$ cat src/rtl/ivr_pkg.sv
// shared constants and types for the interrupt vector and status readback block
// Notes on behaviour
// - thirty-two read-write handler words, reset zero
// - normal vector read returns current handler
// - current number indexes handler at read
// - no current interrupt returns spurious handler
// - fast vector read returns handler zero
// - no fast interrupt returns spurious handler
// - status reports current source number
// - pending bitmap shows pending sources
// - enabled bitmap shows enabled sources
// - core bit zero shows fast line active
// - core bit one shows normal line active
// - enabled bitmap resets to all zero
// - read with nothing enabled pending is spurious
// - general mask holds both lines inactive
// - non-fast sources carry priority zero to seven
package ivr_pkg;
    localparam int NUM_SRC = 32;
    localparam int PRIO_W = 3;
    localparam int ID_W = 5;
    localparam int FAST_SRC = 0;
    // register byte offsets inside the 4 KiB window
    localparam logic [11:0] OFF_PRIO_BASE = 12'h000;
    localparam logic [11:0] OFF_HANDLER_BASE = 12'h080;
    localparam logic [11:0] OFF_NORMAL_VEC = 12'h100;
    localparam logic [11:0] OFF_FAST_VEC = 12'h104;
    localparam logic [11:0] OFF_CUR_STATUS = 12'h108;
    localparam logic [11:0] OFF_PENDING = 12'h10c;
    localparam logic [11:0] OFF_ENABLED = 12'h110;
    localparam logic [11:0] OFF_CORE_LINE = 12'h114;
    localparam logic [11:0] OFF_ENABLE_CMD = 12'h120;
    localparam logic [11:0] OFF_DISABLE_CMD = 12'h124;
    localparam logic [11:0] OFF_SPURIOUS = 12'h134;
    localparam logic [11:0] OFF_LINE_CTRL = 12'h138;
    localparam logic [11:0] OFF_EV_STATUS = 12'h160;
    localparam logic [11:0] OFF_EV_CLEAR = 12'h164;
    localparam logic [11:0] OFF_EV_ENABLE = 12'h168;
    // field positions
    localparam int CTRL_PROT_BIT = 0;
    localparam int CTRL_GENERAL_LINE_MASK_BIT = 1;
    localparam int CORE_FAST_BIT = 0;
    localparam int CORE_NORMAL_BIT = 1;
    localparam int EV_SPURIOUS_BIT = 0;
    localparam int EV_VECTOR_BIT = 1;
    localparam logic [31:0] RST_WORD = 32'h0000_0000;

    typedef logic [NUM_SRC-1:0][PRIO_W-1:0] ivr_prio_t;
    typedef enum logic [1:0] {BUS_IDLE = 2'b01, BUS_ACCESS = 2'b10} ivr_bus_e;

    typedef struct packed {
        logic hsel;
        logic [1:0] htrans;
        logic [31:0] haddr;
        logic hwrite;
        logic [2:0] hsize;
        logic [31:0] hwdata;
        logic hready;
    } ivr_ahb_req_s;

    typedef struct packed {
        logic [31:0] hrdata;
        logic hreadyout;
        logic hresp;
    } ivr_ahb_rsp_s;

    typedef struct packed {
        logic [NUM_SRC-1:0][31:0] handler;
        ivr_prio_t prio;
        logic [31:0] spurious;
        logic [NUM_SRC-1:0] enabled;
        logic [NUM_SRC-1:0] pending;
        logic prot;
        logic general_line_mask;
        logic cur_valid;
        logic [ID_W-1:0] cur_id;
        logic fast_n;
        logic normal_n;
        logic [1:0] ev_stat;
        logic [1:0] ev_en;
        logic ev_irq;
        logic [31:0] hrdata;
        logic hready;
        ivr_bus_e bus;
        logic ph_write;
        logic [11:0] ph_addr;
    } ivr_state_s;
endpackage

$ cat src/rtl/ivr_readback.sv
// vector and status readback of a vectored interrupt controller, ahb-lite slave
//
// Decided for this implementation: the AHB-Lite interface to the registers and the address map.
`timescale 1ns/10ps
module ivr_readback
(
    input wire logic clock_i,
    input wire logic rstn_i,
    input wire ivr_pkg::ivr_ahb_req_s ahb_i,
    input wire logic [ivr_pkg::NUM_SRC-1:0] src_i,
    output ivr_pkg::ivr_ahb_rsp_s ahb_o,
    output logic fast_request_line_n_o,
    output logic normal_request_line_n_o,
    output logic event_irq_o
);
    ivr_pkg::ivr_state_s state_ff;
    ivr_pkg::ivr_state_s nxt_state;
    logic [ivr_pkg::NUM_SRC-1:0] act;
    logic sel_valid;
    logic [ivr_pkg::ID_W-1:0] sel_id;
    logic fast_act;
    logic [1:0] ev_set;
    logic [1:0] ev_clr;
    logic [4:0] widx;

    // handler and priority arrays occupy one word per source
    function automatic logic in_prio(input logic [11:0] a);
        return a[11:7] == ivr_pkg::OFF_PRIO_BASE[11:7];
    endfunction

    function automatic logic in_handler(input logic [11:0] a);
        return a[11:7] == ivr_pkg::OFF_HANDLER_BASE[11:7];
    endfunction

    // highest priority wins, ties go to the lower source number; fast source never takes part
    function automatic logic [ivr_pkg::ID_W:0] pick_normal(input logic [ivr_pkg::NUM_SRC-1:0] a,
                                                          input ivr_pkg::ivr_prio_t p);
        logic found;
        logic [ivr_pkg::ID_W-1:0] best;
        logic [ivr_pkg::PRIO_W-1:0] best_p;
        found = 1'b0;
        best = '0;
        best_p = '0;
        for (int i = 1; i < ivr_pkg::NUM_SRC; i++)
        begin
            if (a[i] && (!found || p[i] > best_p))
            begin
                found = 1'b1;
                best = i[ivr_pkg::ID_W-1:0];
                best_p = p[i];
            end
        end
        return {found, best};
    endfunction

    // arbitration on the registered pending and enabled maps
    assign act = state_ff.pending & state_ff.enabled;
    assign {sel_valid, sel_id} = pick_normal(act, state_ff.prio);
    assign fast_act = act[ivr_pkg::FAST_SRC];
    assign widx = state_ff.ph_addr[6:2];

    // every output but hresp is a field of the state register; hresp is tied low
    assign ahb_o.hrdata = state_ff.hrdata;
    assign ahb_o.hreadyout = state_ff.hready;
    assign ahb_o.hresp = 1'b0;
    assign fast_request_line_n_o = state_ff.fast_n;
    assign normal_request_line_n_o = state_ff.normal_n;
    assign event_irq_o = state_ff.ev_irq;

    // next state: lines, bus phases, register writes and read side effects
    always_comb
    begin
        nxt_state = state_ff;
        ev_set = 2'b00;
        ev_clr = 2'b00;
        nxt_state.pending = src_i;
        nxt_state.fast_n = !(fast_act && !state_ff.general_line_mask);
        nxt_state.normal_n = !(sel_valid && !state_ff.general_line_mask);
        nxt_state.ev_irq = |(state_ff.ev_stat & state_ff.ev_en);
        case (state_ff.bus)
            ivr_pkg::BUS_IDLE:
            begin
                // one wait state lets a read see a write that ended just before it
                if (ahb_i.hsel && ahb_i.htrans[1] && ahb_i.hready)
                begin
                    nxt_state.bus = ivr_pkg::BUS_ACCESS;
                    nxt_state.hready = 1'b0;
                    nxt_state.ph_write = ahb_i.hwrite;
                    nxt_state.ph_addr = ahb_i.haddr[11:0];
                end
            end
            ivr_pkg::BUS_ACCESS:
            begin
                nxt_state.bus = ivr_pkg::BUS_IDLE;
                nxt_state.hready = 1'b1;
                nxt_state.hrdata = ivr_pkg::RST_WORD;
                if (state_ff.ph_write)
                begin
                    if (in_prio(state_ff.ph_addr))
                    begin
                        nxt_state.prio[widx] = ahb_i.hwdata[ivr_pkg::PRIO_W-1:0];
                    end
                    else if (in_handler(state_ff.ph_addr))
                    begin
                        nxt_state.handler[widx] = ahb_i.hwdata;
                    end
                    else
                    begin
                        case (state_ff.ph_addr)
                            ivr_pkg::OFF_ENABLE_CMD: nxt_state.enabled = state_ff.enabled | ahb_i.hwdata;
                            ivr_pkg::OFF_DISABLE_CMD: nxt_state.enabled = state_ff.enabled & ~ahb_i.hwdata;
                            ivr_pkg::OFF_SPURIOUS: nxt_state.spurious = ahb_i.hwdata;
                            ivr_pkg::OFF_LINE_CTRL:
                            begin
                                nxt_state.prot = ahb_i.hwdata[ivr_pkg::CTRL_PROT_BIT];
                                nxt_state.general_line_mask = ahb_i.hwdata[ivr_pkg::CTRL_GENERAL_LINE_MASK_BIT];
                            end
                            ivr_pkg::OFF_EV_CLEAR: ev_clr = ahb_i.hwdata[1:0];
                            ivr_pkg::OFF_EV_ENABLE: nxt_state.ev_en = ahb_i.hwdata[1:0];
                            default: ;
                        endcase
                    end
                end
                else if (in_prio(state_ff.ph_addr))
                begin
                    nxt_state.hrdata = {29'h0000_0000, state_ff.prio[widx]};
                end
                else if (in_handler(state_ff.ph_addr))
                begin
                    nxt_state.hrdata = state_ff.handler[widx];
                end
                else
                begin
                    case (state_ff.ph_addr)
                        ivr_pkg::OFF_NORMAL_VEC:
                        begin
                            // the read itself latches the current source so id and vector agree
                            nxt_state.cur_valid = sel_valid;
                            nxt_state.cur_id = sel_valid ? sel_id : '0;
                            if (sel_valid)
                            begin
                                nxt_state.hrdata = state_ff.handler[sel_id];
                                ev_set[ivr_pkg::EV_VECTOR_BIT] = 1'b1;
                            end
                            else
                            begin
                                nxt_state.hrdata = state_ff.spurious;
                                ev_set[ivr_pkg::EV_SPURIOUS_BIT] = 1'b1;
                            end
                        end
                        ivr_pkg::OFF_FAST_VEC:
                        begin
                            nxt_state.hrdata = fast_act ? state_ff.handler[ivr_pkg::FAST_SRC] : state_ff.spurious;
                        end
                        ivr_pkg::OFF_CUR_STATUS: nxt_state.hrdata = {27'h000_0000, state_ff.cur_id};
                        ivr_pkg::OFF_PENDING: nxt_state.hrdata = state_ff.pending;
                        ivr_pkg::OFF_ENABLED: nxt_state.hrdata = state_ff.enabled;
                        ivr_pkg::OFF_CORE_LINE:
                        begin
                            nxt_state.hrdata[ivr_pkg::CORE_FAST_BIT] = !state_ff.fast_n;
                            nxt_state.hrdata[ivr_pkg::CORE_NORMAL_BIT] = !state_ff.normal_n;
                        end
                        ivr_pkg::OFF_SPURIOUS: nxt_state.hrdata = state_ff.spurious;
                        ivr_pkg::OFF_LINE_CTRL:
                        begin
                            nxt_state.hrdata[ivr_pkg::CTRL_PROT_BIT] = state_ff.prot;
                            nxt_state.hrdata[ivr_pkg::CTRL_GENERAL_LINE_MASK_BIT] = state_ff.general_line_mask;
                        end
                        ivr_pkg::OFF_EV_STATUS: nxt_state.hrdata = {30'h0000_0000, state_ff.ev_stat};
                        ivr_pkg::OFF_EV_ENABLE: nxt_state.hrdata = {30'h0000_0000, state_ff.ev_en};
                        default: nxt_state.hrdata = ivr_pkg::RST_WORD;
                    endcase
                end
            end
            default:
            begin
                nxt_state.bus = ivr_pkg::BUS_IDLE;
                nxt_state.hready = 1'b1;
            end
        endcase
        // a new event in the clearing cycle survives the clear
        nxt_state.ev_stat = (state_ff.ev_stat & ~ev_clr) | ev_set;
    end

    // single state register; lines idle high and the bus ready out of reset
    always_ff @(posedge clock_i or negedge rstn_i)
    begin
        if (!rstn_i)
        begin
            state_ff <= '0;
            state_ff.bus <= ivr_pkg::BUS_IDLE;
            state_ff.hready <= 1'b1;
            state_ff.fast_n <= 1'b1;
            state_ff.normal_n <= 1'b1;
        end
        else
        begin
            state_ff <= nxt_state;
        end
    end

    // helper terms for the checks below
    logic rd_fire;
    logic wr_fire;
    logic [31:0] sel_vec;
    assign rd_fire = (state_ff.bus == ivr_pkg::BUS_ACCESS) && !state_ff.ph_write;
    assign wr_fire = (state_ff.bus == ivr_pkg::BUS_ACCESS) && state_ff.ph_write;
    assign sel_vec = state_ff.handler[sel_id];
endmodule

$ cat config.mk
export PLATFORM = sky130hd
export DESIGN_NAME = ivr_readback
export DESIGN_NICKNAME = d
export VERILOG_FILES = /design/src/rtl/ivr_pkg.sv /design/src/rtl/ivr_readback.sv
export SDC_FILE = /design/constraint.sdc
export NUM_CORES = 2
export LEC_CHECK = 0
export BUFFER_PORTS_ARGS = -buffer_cell sky130_fd_sc_hd__buf_2
export CAP_MARGIN = 30
export CORE_ASPECT_RATIO = 0.8
export CORE_UTILIZATION = 40
export DETAILED_ROUTE_END_ITERATION = 6
export GPL_ROUTABILITY_DRIVEN = 0
export SYNTH_ARGS = -nofsm -noshare
export SYNTH_HDL_FRONTEND = slang
export SYNTH_SLANG_ARGS = --single-unit
$ cat constraint.sdc
create_clock -name clock_i -period 48 [get_ports clock_i]
set_input_delay 2.4 -clock clock_i [delete_from_list [all_inputs] [get_ports clock_i]]
set_output_delay 2.4 -clock clock_i [all_outputs]
set_load 0.1 [all_outputs]
==> qor.txt <==
CP Capture Type: flop
Critical Path Max Stage Delay: 0.44 ns
Worst VDD drop: 0.04018 mV
Clk Latency, worst-skew pair: 0.80 ns
Hold Crit Class: flop to flop
Slew headroom: 17.97%
die width: 470.4 um
vias in the first global route: 53620
CP top delay family: compound AO/OA/AOI/OAI gates
H-tree depth: 4
clock root buffer: clkbuf_16
cell mode on critical path: ha_1
post-synthesis mux area share: 28.31%
final net count: 6395
largest family of logic cells by synthesized area: multiplexers
Power Density: 32.20 nW/um2
Mean Syn Cell Area: 11.09 um2
Post-Synth Adder-Cell Area: 1.239%
Sink Count: 1277
violated checks: DRC
Total Power: 2.539 mW
slowest CP cell: dfrtp_2
Worst Skew: 0.02986 ns
Layout area overhead: 12.35%
setup violators final: 0
top cell type's share of synthesized area: 45.42%
Synth Net Count: 6505
DRT antenna net count: 0
largest net degree at the start of global routing: 157
CTS tree: done
post-synthesis xor/xnor area fraction: 0%
Initial Utilization: 40.27%
area leader, netlist: dfrtp_1
CP Launch Type: flop
status: finished with violations
first-pass GRT wire length: 378.2 mm
Yosys cell types: 100
GR Overflow Total: 0
register area share after synthesis: 45.53%
Worst Setup Slack, final: 2.713 ns
hold depth: 1
Final Hold Viols: 0
DR vias/cell: 6.459
post-layout minimum cycle time: 45.29 ns
CP Data Arrival Time: 45.96 ns
pre-CTS WS: 0.1160 ns
DR pass1 iterations: 7
Rows: 137
Top-Level Pins: 143
cts hold-fix bufs: 0
critical path depth: 250
main flop type after synthesis: dfrtp_1
Compound-Gate Fraction of Synth Area: 8.789%
initial antenna violation count: 6
PortBufs: 117
die footprint: 177200 um2
Total GRT Usage: 28.90%
top post-synthesis cells by area: dfrtp_1 (45%), mux2_2 (19%), mux4_2 (9.0%), nand2_1 (5.5%), a21oi_1 (2.3%)
routed vias: 55700
Simple-Gate Fraction of Synth Area: 12.00%
drt total wl: 260.3 mm
Worst-Margin Slew: 1.221 ns
fraction of registers with async set or reset after synthesis: 100.0%
R2R Setup Slk: 2.71 ns
EDFF count, synth: 0
max-cap violations: 0
yosys synthesis warning count: 0
multi-input logic area: 36080 um2
static leakage: 34.58 nW
Seq cells post-synth: 1277
Tcrit/Tclk final: 94.35%
critical path fanouts, max: 18
core area: 174300 um2
Filler Cell Count: 15970
Mapped Area: 70200 um2
Seq. cell area: 31970 um2
share of cells above drive strength 1: 34.69%
Worst-path clk slew: 0.06 ns
Die Ht: 376.7 um
Worst Hold Launch: state_ff[130]$_DFFE_PN0P_
TritonCTS Buffers: 133
CP Data Required Time: 48.67 ns
Setup CP Type: flop to flop
Iter 0 DRT Violations: 7137
CTS max path bufs: 3
hpwl dp: 150.5 mm
wire per inst: 30.18 um
synthesized instance count: 6332
Max Slew Vio Count: 0
Max Clock Freq: 22.08 MHz
DR DRC count: 4
crit path buf inv count: 23
Reg2Reg Depth: 250
## layout by cell type (no fill, tap or decap), types with 23 or more instances in the layout
| cell type | count |
|---|---|
| nor2_1 | 107 |
| o22ai_1 | 136 |
| o21ai_0 | 83 |
| a21oi_1 | 317 |
| buf_12 | 34 |
| nand3_1 | 315 |
| clkbuf_8 | 32 |
| clkbuf_16 | 137 |
| inv_1 | 74 |
| clkbuf_1 | 27 |
| nand4_1 | 124 |
| nor3_1 | 37 |
| a31oi_1 | 108 |
| nand2_1 | 1025 |
| o21ai_1 | 37 |
| mux2_2 | 1182 |
| and4_1 | 31 |
| ha_1 | 67 |
| a221o_1 | 30 |
| mux4_2 | 282 |
| and2_1 | 23 |
| buf_2 | 116 |
| buf_4 | 178 |
| o211ai_1 | 41 |
| a221oi_1 | 33 |
| nor4_1 | 30 |
| nor2_4 | 30 |
| dfrtp_1 | 1270 |
## per-layer routing
layer	track usage [%]	vias up	part of all wire (%)
li1	-	23030	-
met1	39.97	28660	41
met2	42.65	3316	43
met3	7.420	688	11
met4	12.59	10	4.5
met5	0.1628	-	0.071
## state kept, by name, summed over array words and instances, names as in the netlist, named ones only
| signal | count |
|---|---|
| state_ff | 1210 |
| fast_request_line_n_o | 1 |
| event_irq_o | 1 |
| ahb_o | 32 |
| normal_request_line_n_o | 1 |
## synthesized netlist by cell type (91+ instances only)
master and n:
a31oi_1 116, nand2_1 1032, dfrtp_1 1274, clkbuf_1 399, a21oi_1 328, mux2_2 1182, nor2_1 138, o21ai_0 91
nand3_1 316, mux4_2 282, o22ai_1 138, nand4_1 124
## per-stage QoR
step / TNS [ns] / util [%] / hold WS [ns] / instance area (um2) / cells
3_5_place_dp: 0 / 42.09 / 0.4922 / 73380 / 8336
6_report: 0 / 45.24 / 0.5063 / 78860 / 8623
3_3_place_gp: 0 / 42.00 / 0.4820 / 73230 / 8327
2_1_floorplan: 0 / - / 0.4652 / 70200 / 6332
4_1_cts: 0 / 44.76 / 0.5068 / 78020 / 8577
5_1_grt: -12.88 / 45.24 / 0.5157 / 78860 / 8622
## logic make-up (layout without fill, tap and decap cells)
group                      after synthesis  after routing
adders and majority gates               70             70
buffers and inverters                  670            664
AOI/OAI and AO/OA                      969            970
other                                    1              3
DFF                                   1277           1277
muxes                                 1485           1485
and+or+nand+nor                       1860           1861
## report_power, final
group / internal, mW / switching (mW)
Combinational: 0.101 / 0.214
Sequential: 1.09 / 0.0207
Clock: 0.653 / 0.463
Total: 1.84 / 0.698
## worst paths after layout
| check | endpoint |
|---|---|
| worst max-delay path | ahb_o[15]$_DFFE_PN0P_ |
| worst min-delay path | state_ff[130]$_DFFE_PN0P_ |
| worst max register to register | ahb_o[15]$_DFFE_PN0P_ |
| worst min register to register | state_ff[130]$_DFFE_PN0P_ |
| max in group asynchronous | state_ff[1146]$_DFFE_PN0P_ |
| min in group asynchronous | state_ff[999]$_DFFE_PN0P_ |
## final cells by class
class	count	area share [%]
Clock inverter	46	0.8758
Multi-Input combinational cell	4387	45.75
Antenna cell	2	0.006346
Sequential cell	1277	40.54
Tap cell	2293	3.638
Timing Repair Buffer	347	3.825
Inverter	76	0.3617
Clock buffer	195	5.002
## repair_timing
| item | in CTS | in global routing |
|---|---|---|
| resized for setup | 2 | 83 |
| buffers inserted | 0 | 34 |
| pin swaps | 0 | 21 |
| endpoints found under the setup margin | 28 | 37 |
| gates cloned | 0 | 3 |
No activity file was read; power rests on OpenSTA's default activity.
